===== src/inc/flash_ctrl_pkg.sv =====
// constants, encodings and carrier types for the dual-port flash read controller
// assumes a single 250 MHz clock and a flash macro with two synchronous read ports
package flash_ctrl_pkg;
  localparam int CLK_MHZ = 250;
  // register byte offsets on the register port
  localparam logic [7:0] REG_CTRL = 8'h00;
  localparam logic [7:0] REG_CMD = 8'h04;
  localparam logic [7:0] REG_STATUS = 8'h08;
  localparam logic [7:0] REG_FUSE = 8'h0C;
  // field positions
  localparam int CTRL_WS_BIT = 0;
  localparam int ST_READY = 0;
  localparam int ST_LOCKE = 2;
  localparam int ST_PROGRAMMING_ERROR_FLAG = 3;
  localparam int ST_SECURE = 4;
  localparam int ST_PAGE_AND_CHECK_RESULT = 5;
  localparam int ST_FAST = 6;
  localparam int ST_LOCK_LSB = 16;
  localparam int CMD_CODE_W = 6;
  localparam int CMD_PAGE_LSB = 8;
  localparam int CMD_KEY_LSB = 24;
  // memory geometry: word address bit 21 selects the extra user page
  localparam int WADDR_W = 22;
  localparam int USER_BIT = 21;
  localparam int WORD_IDX_W = 7;
  localparam int PAGE_BITS = 14;
  localparam int REGION_BITS = 4;
  localparam int REGIONS = 16;
  // command numbers
  localparam logic [5:0] CMD_WRITE_PAGE = 6'h01;
  localparam logic [5:0] CMD_ERASE_PAGE = 6'h02;
  localparam logic [5:0] CMD_CLEAR_PBUF = 6'h03;
  localparam logic [5:0] CMD_LOCK = 6'h04;
  localparam logic [5:0] CMD_UNLOCK = 6'h05;
  localparam logic [5:0] CMD_ERASE_ALL = 6'h06;
  localparam logic [5:0] CMD_WRITE_FUSE = 6'h07;
  localparam logic [5:0] CMD_ERASE_FUSE = 6'h08;
  localparam logic [5:0] CMD_SET_SECURE = 6'h09;
  localparam logic [5:0] CMD_PAGE_AND = 6'h0C;
  localparam logic [5:0] CMD_WRITE_USER = 6'h0D;
  localparam logic [5:0] CMD_ERASE_USER = 6'h0E;
  localparam logic [5:0] CMD_FAST_ON = 6'h10;
  localparam logic [5:0] CMD_FAST_OFF = 6'h11;
  // settle time after a read speed change
  localparam int HS_SETTLE_NS = 40;
  localparam int HS_SETTLE_CYC = (HS_SETTLE_NS * CLK_MHZ + 999) / 1000;
  typedef enum logic [7:0] {
    ST_IDLE = 8'b0000_0001,
    ST_ACCESS = 8'b0000_0010,
    ST_WAIT = 8'b0000_0100,
    ST_CAPTURE = 8'b0000_1000,
    ST_CMD_RUN = 8'b0001_0000,
    ST_VOL_ERASE = 8'b0010_0000,
    ST_SETTLE = 8'b0100_0000,
    ST_QISSUE = 8'b1000_0000
  } state_e;
  typedef struct packed {
    logic en;
    logic [WADDR_W-1:0] addr;
  } rd_port_s;
  typedef struct packed {
    logic valid;
    logic [CMD_CODE_W-1:0] code;
    logic [PAGE_BITS-1:0] page;
  } flash_op_s;
endpackage : flash_ctrl_pkg


===== src/verilog/flash_ctrl.sv =====
// flash controller: fast read port, register port, command sequencer
// assumes the flash macro returns read data one cycle after enable in zero
// wait mode and two cycles after in one wait mode, held until the next enable
// Behaviour
// zero wait mode enables one read port
// one wait mode reads addressed and next word
// even words port zero, odd words port one
// prefetched sequential word answers without wait
// wait select bit chooses zero or one
// sixteen lock bits guard equal page regions
// fast port reads flash, writes page buffer
// register port takes commands, returns status
// word space two-to-twenty-one, top undefined
// user page fixed at word two-to-twenty-one
// erase all spares user page
// user page reads like main array
// speed commands stall reads until settled
// fast read mode off after reset
// page and check ANDs whole page
// erase all: volatile, flash, then security
// fuse bits and security bit readable, writable
// power down flash while sleeping
// clock manager keeps bus clocks running
// command clears ready, completion sets it
// wrong key or command flags error
// command while busy flags error
// command starts when fast port idle
// non-sequential one wait read takes wait
`timescale 1ns/1ps
module flash_ctrl
  import flash_ctrl_pkg::*;
#(
  parameter int FUSE_N = 32,
  parameter logic [7:0] CMD_KEY = 8'hA5 // arbitrary key value
) (
  // clock and reset
  input wire logic clk,
  input wire logic rst_n,
  // register port (apb slave)
  input wire logic psel,
  input wire logic penable,
  input wire logic pwrite,
  input wire logic [7:0] paddr,
  input wire logic [31:0] pwdata,
  output logic [31:0] prdata,
  output logic pready,
  output logic pslverr,
  // fast read port
  input wire logic hvalid,
  input wire logic hwrite,
  input wire logic [23:0] haddr,
  input wire logic [31:0] hwdata,
  output logic hready,
  output logic [31:0] hrdata,
  // flash macro read ports
  output flash_ctrl_pkg::rd_port_s [1:0] rdPort,
  input wire logic [1:0][31:0] rdData,
  // page buffer and program/erase operations
  output logic pbufWe,
  output logic [flash_ctrl_pkg::WORD_IDX_W-1:0] pbufIdx,
  output logic [31:0] pbufData,
  output flash_ctrl_pkg::flash_op_s flashOp,
  input wire logic flashDone,
  output logic fastReadMode,
  // volatile memory erase handshake
  output logic volEraseReq,
  input wire logic volEraseAck,
  // power manager
  input wire logic sleepReq,
  output logic flashPowerDown
);
  import flash_ctrl_pkg::*;

  localparam int FUSE_IDX_W = $clog2(FUSE_N);

  state_e state;
  logic waitSel;
  logic readyFlag, progError, lockError, secure, qprResult;
  logic [REGIONS-1:0] lockBits;
  logic [FUSE_N-1:0] fuses;
  logic cmdPending;
  logic [CMD_CODE_W-1:0] cmdCode;
  logic [PAGE_BITS-1:0] cmdPage;
  logic [WADDR_W-1:0] curAddr, prefAddr;
  logic [31:0] prefData;
  logic prefValid;
  logic [7:0] settleCnt;
  logic [WORD_IDX_W-1:0] qIdx;
  logic qMode, qAcc;
  logic finish, finLockErr;
  logic [31:0] readMux;

  // region index of a page is its four top bits
  function automatic logic [REGION_BITS-1:0] regionOf(input logic [PAGE_BITS-1:0] pg);
    return pg[PAGE_BITS-1 -: REGION_BITS];
  endfunction : regionOf

  function automatic logic cmdKnown(input logic [CMD_CODE_W-1:0] c);
    case (c)
      CMD_WRITE_PAGE, CMD_ERASE_PAGE, CMD_CLEAR_PBUF, CMD_LOCK, CMD_UNLOCK,
      CMD_ERASE_ALL, CMD_WRITE_FUSE, CMD_ERASE_FUSE, CMD_SET_SECURE,
      CMD_PAGE_AND, CMD_WRITE_USER, CMD_ERASE_USER, CMD_FAST_ON,
      CMD_FAST_OFF: return 1'b1;
      default: return 1'b0;
    endcase
  endfunction : cmdKnown

  // register port decode; write and read side effects act on the pready edge
  logic apbFire, apbMapped, cmdWr, statusRd, cmdOk;
  assign apbFire = psel & penable & pready;
  assign apbMapped = (paddr == REG_CTRL) | (paddr == REG_CMD) |
                     (paddr == REG_STATUS) | (paddr == REG_FUSE);
  assign cmdWr = apbFire & pwrite & (paddr == REG_CMD);
  assign statusRd = apbFire & ~pwrite & (paddr == REG_STATUS);
  assign cmdOk = readyFlag & (pwdata[CMD_KEY_LSB +: 8] == CMD_KEY) &
                 cmdKnown(pwdata[CMD_CODE_W-1:0]);

  // fast port request decode
  logic [WADDR_W-1:0] wAddr, nextAddr;
  logic busReq, prefHit, cmdStart, lockHit;
  assign wAddr = haddr[23:2];
  assign nextAddr = wAddr + 22'h00_0001;
  assign busReq = hvalid & ~hready;
  assign prefHit = waitSel & prefValid & (wAddr == prefAddr);
  assign cmdStart = (state == ST_IDLE) & ~busReq & cmdPending;
  assign lockHit = (((cmdCode == CMD_WRITE_PAGE) | (cmdCode == CMD_ERASE_PAGE)) &
                    lockBits[regionOf(cmdPage)]) |
                   ((cmdCode == CMD_ERASE_ALL) & (|lockBits));

  // status and register read mux
  always_comb begin
    readMux = '0;
    case (paddr)
      REG_CTRL: readMux[CTRL_WS_BIT] = waitSel;
      REG_CMD: begin
        readMux[CMD_CODE_W-1:0] = cmdCode;
        readMux[CMD_PAGE_LSB +: PAGE_BITS] = cmdPage;
      end
      REG_STATUS: begin
        readMux[ST_READY] = readyFlag;
        readMux[ST_LOCKE] = lockError;
        readMux[ST_PROGRAMMING_ERROR_FLAG] = progError;
        readMux[ST_SECURE] = secure;
        readMux[ST_PAGE_AND_CHECK_RESULT] = qprResult;
        readMux[ST_FAST] = fastReadMode;
        readMux[ST_LOCK_LSB +: REGIONS] = lockBits;
      end
      REG_FUSE: readMux[FUSE_N-1:0] = fuses;
      default: readMux = '0;
    endcase
  end

  // apb slave: one wait state, so every access completes in exactly three cycles
  always_ff @(posedge clk) begin
    if (!rst_n) begin
      pready <= 1'b0;
      pslverr <= 1'b0;
      prdata <= '0;
    end else begin
      pready <= psel & penable & ~pready;
      pslverr <= psel & penable & ~pready & ~apbMapped;
      if (psel & penable & ~pready & ~pwrite) begin
        prdata <= readMux;
      end
    end
  end

  // control register
  always_ff @(posedge clk) begin
    if (!rst_n) begin
      waitSel <= 1'b0;
    end else if (apbFire & pwrite & (paddr == REG_CTRL)) begin
      waitSel <= pwdata[CTRL_WS_BIT];
    end
  end

  // command acceptance and status flags; a set in the clearing cycle wins
  always_ff @(posedge clk) begin
    if (!rst_n) begin
      readyFlag <= 1'b1;
      progError <= 1'b0;
      lockError <= 1'b0;
      cmdPending <= 1'b0;
      cmdCode <= '0;
      cmdPage <= '0;
    end else begin
      progError <= (cmdWr & ~cmdOk) | (progError & ~statusRd);
      lockError <= (finish & finLockErr) | (lockError & ~statusRd);
      if (cmdStart) begin
        cmdPending <= 1'b0;
      end
      if (finish) begin
        readyFlag <= 1'b1;
      end
      if (cmdWr & cmdOk) begin
        readyFlag <= 1'b0;
        cmdPending <= 1'b1;
        cmdCode <= pwdata[CMD_CODE_W-1:0];
        cmdPage <= pwdata[CMD_PAGE_LSB +: PAGE_BITS];
      end
    end
  end

  // nonvolatile state changed by finished commands
  always_ff @(posedge clk) begin
    if (!rst_n) begin
      lockBits <= '0;
      fuses <= '1;
      secure <= 1'b0;
      fastReadMode <= 1'b0;
    end else if (finish & ~finLockErr) begin
      case (cmdCode)
        CMD_LOCK: lockBits[regionOf(cmdPage)] <= 1'b1;
        CMD_UNLOCK: lockBits[regionOf(cmdPage)] <= 1'b0;
        CMD_WRITE_FUSE: fuses[cmdPage[FUSE_IDX_W-1:0]] <= 1'b0;
        CMD_ERASE_FUSE: fuses[cmdPage[FUSE_IDX_W-1:0]] <= 1'b1;
        CMD_SET_SECURE: secure <= 1'b1;
        CMD_ERASE_ALL: begin
          fuses <= '1;
          secure <= 1'b0;
        end
        CMD_FAST_ON: fastReadMode <= 1'b1;
        CMD_FAST_OFF: fastReadMode <= 1'b0;
        default: fastReadMode <= fastReadMode;
      endcase
    end
  end

  // read path and command sequencer share one machine, so a command can only
  // start from idle and reads stall while the flash is busy
  always_ff @(posedge clk) begin
    if (!rst_n) begin
      state <= ST_IDLE;
      rdPort <= '0;
      hready <= 1'b0;
      hrdata <= '0;
      pbufWe <= 1'b0;
      pbufIdx <= '0;
      pbufData <= '0;
      flashOp <= '0;
      volEraseReq <= 1'b0;
      curAddr <= '0;
      prefAddr <= '0;
      prefData <= '0;
      prefValid <= 1'b0;
      settleCnt <= '0;
      qIdx <= '0;
      qMode <= 1'b0;
      qAcc <= 1'b0;
      qprResult <= 1'b0;
      finish <= 1'b0;
      finLockErr <= 1'b0;
    end else begin
      rdPort[0].en <= 1'b0;
      rdPort[1].en <= 1'b0;
      hready <= 1'b0;
      pbufWe <= 1'b0;
      flashOp.valid <= 1'b0;
      finish <= 1'b0;
      finLockErr <= 1'b0;
      case (state)
        ST_IDLE: begin
          if (busReq & hwrite) begin
            pbufWe <= 1'b1;
            pbufIdx <= wAddr[WORD_IDX_W-1:0];
            pbufData <= hwdata;
            hready <= 1'b1;
            prefValid <= 1'b0;
          end else if (busReq & prefHit) begin
            hrdata <= prefData;
            hready <= 1'b1;
            prefValid <= 1'b0;
          end else if (busReq) begin
            curAddr <= wAddr;
            rdPort[wAddr[0]] <= '{en: 1'b1, addr: wAddr};
            if (waitSel) begin
              rdPort[~wAddr[0]] <= '{en: 1'b1, addr: nextAddr};
            end
            state <= ST_ACCESS;
          end else if (cmdPending) begin
            prefValid <= 1'b0;
            if (lockHit) begin
              finish <= 1'b1;
              finLockErr <= 1'b1;
            end else begin
              case (cmdCode)
                CMD_ERASE_ALL: begin
                  volEraseReq <= 1'b1;
                  state <= ST_VOL_ERASE;
                end
                CMD_WRITE_PAGE, CMD_ERASE_PAGE, CMD_CLEAR_PBUF,
                CMD_WRITE_USER, CMD_ERASE_USER: begin
                  flashOp <= '{valid: 1'b1, code: cmdCode, page: cmdPage};
                  state <= ST_CMD_RUN;
                end
                CMD_FAST_ON, CMD_FAST_OFF: begin
                  settleCnt <= 8'(HS_SETTLE_CYC);
                  state <= ST_SETTLE;
                end
                CMD_PAGE_AND: begin
                  qIdx <= '0;
                  qAcc <= 1'b1;
                  qMode <= 1'b1;
                  state <= ST_QISSUE;
                end
                default: finish <= 1'b1;
              endcase
            end
          end
        end
        ST_ACCESS: begin
          state <= waitSel ? ST_WAIT : ST_CAPTURE;
        end
        ST_WAIT: begin
          state <= ST_CAPTURE;
        end
        ST_CAPTURE: begin
          state <= ST_IDLE;
          if (qMode) begin
            qAcc <= qAcc & (&rdData[curAddr[0]]);
            if (qIdx == WORD_IDX_W'(-1)) begin
              qprResult <= qAcc & (&rdData[curAddr[0]]);
              qMode <= 1'b0;
              finish <= 1'b1;
            end else begin
              qIdx <= qIdx + 1'b1;
              state <= ST_QISSUE;
            end
          end else begin
            hrdata <= rdData[curAddr[0]];
            hready <= 1'b1;
            if (waitSel) begin
              prefData <= rdData[~curAddr[0]];
              prefAddr <= curAddr + 22'h00_0001;
              prefValid <= 1'b1;
            end
          end
        end
        ST_QISSUE: begin
          // one port per word keeps the check at zero wait power
          curAddr <= {1'b0, cmdPage, qIdx};
          rdPort[qIdx[0]] <= '{en: 1'b1, addr: {1'b0, cmdPage, qIdx}};
          state <= ST_ACCESS;
        end
        ST_VOL_ERASE: begin
          if (volEraseAck) begin
            volEraseReq <= 1'b0;
            flashOp <= '{valid: 1'b1, code: CMD_ERASE_ALL, page: '0};
            state <= ST_CMD_RUN;
          end
        end
        ST_CMD_RUN: begin
          if (flashDone) begin
            finish <= 1'b1;
            state <= ST_IDLE;
          end
        end
        ST_SETTLE: begin
          // extra wait states: reads queue behind the speed change
          if (settleCnt <= 8'h01) begin
            finish <= 1'b1;
            state <= ST_IDLE;
          end else begin
            settleCnt <= settleCnt - 8'h01;
          end
        end
        default: state <= ST_IDLE;
      endcase
    end
  end

  // power down only when no read or command could be in flight
  always_ff @(posedge clk) begin
    if (!rst_n) begin
      flashPowerDown <= 1'b0;
    end else begin
      flashPowerDown <= sleepReq & (state == ST_IDLE) & ~hvalid & ~cmdPending;
    end
  end
endmodule : flash_ctrl


===== config.mk =====
export PLATFORM = sky130hd
export DESIGN_NAME = flash_ctrl
export DESIGN_NICKNAME = d
export VERILOG_FILES = /design/src/inc/flash_ctrl_pkg.sv /design/src/verilog/flash_ctrl.sv
export SDC_FILE = /design/constraint.sdc
export NUM_CORES = 1
export LEC_CHECK = 0
export BUFFER_PORTS_ARGS = -buffer_cell sky130_fd_sc_hd__clkbuf_2
export CORE_MARGIN = 10
export CORE_UTILIZATION = 25
export CTS_BUF_LIST = sky130_fd_sc_hd__clkbuf_16
export DETAILED_ROUTE_END_ITERATION = 6
export MAX_ROUTING_LAYER = met4
export PLACE_DENSITY = 0.52
export REMOVE_ABC_BUFFERS = 1
export SLEW_MARGIN = 20
export SYNTH_ARGS = -nofsm -noshare
export SYNTH_HDL_FRONTEND = slang
export SYNTH_SLANG_ARGS = --single-unit

===== constraint.sdc =====
create_clock -name clk -period 3.7 [get_ports clk]
set_clock_uncertainty 0.1 [all_clocks]
set_input_delay 0.185 -clock clk [delete_from_list [all_inputs] [get_ports clk]]
set_output_delay 0.185 -clock clk [all_outputs]
set_load 0.02 [all_outputs]

# After elaboration in Yosys (flattened, before gate mapping)
# Memory sizes are Yosys's and may differ from the RTL's.
# Index checks and enable logic that the tools add are counted.
[word_totals]
reg_bits = 356
rom_bits = 32
in_bits = 170
out_inout_bits = 177
elab_cells = 339
n_memories = 1
[mem_list]
columns = ["memory", "depth", "width", "rd", "rd_clocked_by_memory_dff", "wr", "line_no", "text"]
rows = [
  ["(name not given)", 32, 1, 1, 0, 0, "flash_ctrl.sv:99", "case (c)"],
]
[classes]
n_addsub = 4
n_lt_le_gt_ge = 13
eq_ne = 52
muxes = 130
bitwise = 59
reduce_logical = 40
[ops]
columns = ["op", "n"]
rows = [
  ["32-bit two-way mux", 7],
  ["46-bit two-way mux", 4],
  ["21-bit two-way mux", 7],
  ["46-bit bitwise mux", 3],
  ["8-bit two-way mux", 17],
  ["32-bit one-hot mux with 3 select lines", 1],
  ["46-bit one-hot mux with 2 select lines", 1],
  ["23-bit demux with 1-bit select", 3],
  ["23-bit two-way mux", 3],
  ["22-bit two-way mux", 3],
  ["32-bit one-hot mux with 2 select lines", 1],
  ["8-bit one-hot mux with 8 select lines", 1],
  ["7-bit two-way mux", 8],
  ["1-bit two-way mux", 46],
  ["22-bit by 1-bit adder with 22-bit output, second input constant", 2],
  ["22-bit one-hot mux with 2 select lines", 1],
  ["21-bit one-hot mux with 2 select lines", 1],
  ["8-bit AND reduction", 5],
  ["32-bit AND", 1],
  ["32-bit inverter", 1],
  ["32-bit OR", 1],
  ["16-bit one-hot mux with 2 select lines", 1],
  ["8-bit one-hot mux with 2 select lines", 2],
  ["8-bit one-hot mux with 4 select lines", 1],
  ["61 further kinds", 177],
]

# Logic depth before layout (Yosys ltp)
[depth]
ltp_word = 11
mapped_depth = 11
ltp_nobuf = 8

# Least setup slack after synthesis
# OpenSTA, ideal clock, no wires.
[synth_timing]
kind = "reg2reg"
startpoint = "register state[2]"
endpoint = "register rdPort[1] in the netlist's numbering"
setup_ns = 0.132
arrival_ns = 2.347
t_required_ns = 3.468
slack_ns = 1.121
path_stages_with_launch = 12
path_buffers = 5
period_less_slack_ns = 2.579
cell_sequence = "dfxtp_1 -> buf_6 -> or3_4 -> buf_6 -> or4_4 -> buf_6 -> nand2_2 -> a21bo_1 -> buf_6 -> buf_6 -> o31ai_1 -> a21oi_1"
[synth_between]
elab_chain_len = 3
elab_cells_between_ends = 8
cone_classes = "eq/ne: 5; mux: 1; reduce/logical: 2"
[synth_rtl]
columns = ["item", "line_no", "text"]
rows = [
  ["start: declaration", "flash_ctrl.sv:76", "state_e state;"],
  ["start signal: assignment", "flash_ctrl.sv:312", "state <= waitSel ? ST_WAIT : ST_CAPTURE;"],
  ["8-bit by 1-bit == test with 1-bit output / 8-bit == test (equally long branches)", "flash_ctrl.sv:261", "case (state)"],
  ["2-bit != test (no source line) / 2-bit nonzero test (equally long branches)", "-", ""],
  ["4-bit AND reduction (no source line)", "-", ""],
  ["end signal: indexed assignment", "flash_ctrl.sv:275", "rdPort[wAddr[0]] <= '{en: 1'b1, addr: wAddr};"],
  ["end signal: indexed assignment", "flash_ctrl.sv:277", "rdPort[~wAddr[0]] <= '{en: 1'b1, addr: nextAddr};"],
  ["end signal: indexed assignment", "flash_ctrl.sv:342", "rdPort[qIdx[0]] <= '{en: 1'b1, addr: {1'b0, cmdPage, qIdx}};"],
  ["end: declaration", "flash_ctrl.sv:56", "output flash_ctrl_pkg::rd_port_s [1:0] rdPort,"],
]
# Parallel ways exist; a longest one is shown, timed or not.
# A chain may end at the register's enable or synchronous reset.

# Worst setup path after layout
[layout_timing]
startpoint = "register state[1]"
endpoint = "register hrdata[8]"
[layout_between]
elab_chain_len = 3
elab_cells_between_ends = 8
cone_classes = "eq/ne: 5; mux: 1; reduce/logical: 2"
[layout_rtl]
columns = ["item", "line_no", "text"]
rows = [
  ["8-bit by 1-bit == test with 1-bit output / 8-bit by 4-bit == test with 1-bit output (equally long branches)", "flash_ctrl.sv:261", ""],
  ["2-bit by 1-bit != test with 1-bit output (no source line), or another cell as far along", "-", ""],
  ["4-bit AND reduction (no source line)", "-", ""],
  ["end signal: assignment", "flash_ctrl.sv:270", "hrdata <= prefData;"],
  ["end signal: assignment", "flash_ctrl.sv:330", "hrdata <= rdData[curAddr[0]];"],
  ["end: declaration", "flash_ctrl.sv:54", "output logic [31:0] hrdata,"],
]
# Parallel ways exist; a longest one is shown, timed or not.

==> run_results.csv <==
group,metric,value,unit
status,status,"finished, final reports clean",
placed_design,numPortBuffers,340,
hold_path,min_from,"paddr[2]",
synth,async_flop_share,0,%
power_and_ir_drop,p_leak,9.276,nW
placed_design,place_inst,3354,
routing,met2_length,32680,microns
layout,area_growth,31.43,%
layout,nets,2791,
setup_path,reg2reg_to,"hrdata[8]",
synth,seq_area_frac_synth,39.73,%
clocking,clk_pin_slew,0.06,ns
global_route,grt_use_total,16.88,%
synth,syn-cell-area,0.01794,sq mm
routing,drc,0,
die,rows,98,
routing,met3_length,4775,microns
global_route,grt_first_pass_wirelength,107500,microns
sta,rsz0062_at_grt,"false",
global_route,gr-total-overflow,0,
clocking,cts_setup_buffers,0,
hold_path,min_to,"waitSel",
clocking,post_cts_resized,0,
routing,top_layer,"met4",
layout,fill_cells,7515,
sta,fmax,0.3279,GHz
clocking,cts_tree,"built",
power_and_ir_drop,peakVddDrop,0.0002566,V
routing,via_per_inst,4.894,
clocking,root_buffer,"clkbuf_16",
routing,drt_iter0_markers,1149,
die,io_pins,347,
die,initial_core_util,25.14,%
clocking,cts_max_path_buffers,3,
setup_path,critPathRequiredTime,4.02,ns
setup_path,cp-end-kind,"register",
synth,yosysWarnings,0,
clocking,cts_buffers,44,
sta,worstMarginPinSlew,0.8879,ns
die,die-area,0.08287,sq mm
sta,setup_viol,0,
global_route,grt_pass1_vias,17123,
setup_path,start_kind,"register",
layout,drive_gt1_share,19.44,%
setup_path,timing.rr.start,"state[1]",
sta,timing.setup.tns,0,ns
routing,wire_per_inst,19.66,microns
setup_path,r2r_slack,0.65,ns
layout,postLayoutCoreUtil,33.04,%
hold_path,holdPathStages,4,
clocking,htree_levels,2,
setup_path,worst-setup-path-type,"reg2reg",
placed_design,hpwlAfterDp,49850,microns
routing,first_pass_iters,5,
clocking,clock-sinks,356,
die,die-height,287.9,microns
synth,yosysUniqueCellTypes,83,
setup_path,r2r.worst_path.cells,7,
synth,synth_enable_flop_cells,0,
synth,synth-main-ff-cell,"dfxtp_1",
setup_path,path_max_fanout,32,
die,coreArea,0.07136,sq mm
sta,relSlewSlack,40.66,%
synth,avgSynthCellArea,8.140,sq um
sta,finalCritPeriodShare,82.42,%
routing,routed_wl,70840,microns
power_and_ir_drop,power.density,390.7,mW/mm^2
hold_path,hold_path.class,"in2reg",
clocking,cts_hold_buf,166,
routing,dr_total_vias,17637,
sta,finalHoldViolations,0,
clocking,clock_latency,0.58,ns
placed_design,gp_routability_congestion,0.8331,
run,maxCapViolCount,0,
routing,wl_met1,31560,microns
sta,min_period,3.049,ns
sta,report.final.slew_viol_count,0,
setup_path,critPathArrivalTime,3.37,ns
synth,synth_seq_cells,356,
global_route,grt_antenna_before_repair,4,
global_route,grt_max_degree,95,
routing,ant_nets,0,
die,die_w,287.9,microns
synth,syn_inst,2204,
layout,fin_cells,3604,
==> area by class of cell <==
type	count	area (sq um)	area share (%)
repair buffers	560	3834	16.26
multi-input cells	1631	9950	42.20
clock inverters	33	217.7	0.9233
well taps	950	1189	5.041
inverters	23	93.84	0.3980
clock buffers	46	1151	4.882
flip-flops and latches	356	7132	30.25
diodes	5	12.51	0.05306
==> worst max path at each step <==
stage | startpoint | to | slack (ns) | depth (start not counted)
2_1_floorplan | waitSel | prefAddr[0] | -4.20 | 3
3_3_place_gp | hready | hrdata[11] | 0.71 | 7
3_5_place_dp | hready | hrdata[11] | 0.68 | 7
4_1_cts | hready | hrdata[22] | 0.65 | 7
5_1_grt | hready | hrdata[15] | 0.52 | 7
6_report | state[1] | hrdata[8] | 0.65 | 7
==> cells by family after synthesis <==
group	synth area share [%]
buffers and inverters	5.077
xor gates and xnor gates	2.783
DFF	39.73
and+or+nand+nor	23.38
muxes	11.61
adders and majority gates	0.3487
AOI/OAI and AO/OA	17.08
==> cells in the final DEF, fill, tap and decap left out, drive strengths merged, types with 29 or more instances in the layout <==
cell and instances:
a211oi 55, a21oi 142, buf 55, clkbuf 385
dfxtp 356, dlygate4sd3 166, inv 29, mux2i 190
nand2 337, nand3 78, nand4 41, nor2 249
nor3 46, o211ai 48, o21ai 61, xor2 35
==> Yosys cell counts (20+ instances only) <==
cell type	count	area, sq um
inv_1	22	82.58
a22oi_1	23	172.7
dfxtp_1	356	7127
xor2_1	35	306.5
nand2_1	336	1261
nor3_1	44	220.2
a211oi_1	55	412.9
xnor2_1	22	192.7
clkbuf_1	145	544.3
o21ai_0	59	295.3
buf_2	20	100.1
nand3_1	78	390.4
nor4_1	21	131.4
nand4_1	41	256.5
mux2i_1	190	1902
and3_1	21	131.4
nor2_1	249	934.7
a21oi_1	142	710.7
o211ai_1	48	360.4
==> critical path, stage by stage (launching register included) <==
cell,delay [ns]
dfxtp_1,0.37
or3_4,0.48
or3_1,0.55
nor4_1,0.40
a21oi_1,0.11
or2_2,0.30
buf_4,0.32
mux2i_1,0.20
==> report_power, final <==
part	switching, mW	internal (mW)	leakage [nW]	total [mW]
Sequential	0.0694	3.91	2.88	3.98
Clock	1.80	2.38	0.699	4.18
Combinational	0.607	0.447	5.70	1.05
Total	2.47	6.74	9.28	9.21
==> sequential cells by signal (all words and copies together), names as in the netlist, 14 cells and up, named ones only <==
name / flops
cmdPage: 14
curAddr: 22
flashOp: 21
fuses: 32
hrdata: 32
pbufData: 32
prdata: 32
prefAddr: 22
prefData: 32
rdPort: 46
==> stage by stage <==
| stage | cell area [sq um] | setup slack (ns) | total power [mW] | hold slack, ns |
|---|---|---|---|---|
| after floorplan | 17120 | -4.195 | 4.525 | 0.1469 |
| after global placement | 20540 | 0.7148 | 4.953 | 0.3137 |
| after detailed placement | 20540 | 0.6819 | 4.954 | 0.3166 |
| after CTS | 23570 | 0.6456 | 9.375 | 0.009437 |
| after global routing | 23580 | 0.5249 | 9.596 | 0.04840 |
| final | 23580 | 0.6505 | 9.212 | 0.03867 |
==> per-layer routing <==
layer,GRT usage (%),up-vias
met4,5.300,0
met5,-,-
met2,26.74,527
met1,21.26,8312
met3,3.501,92
li1,-,8706
(Power assumes the default switching activity.)
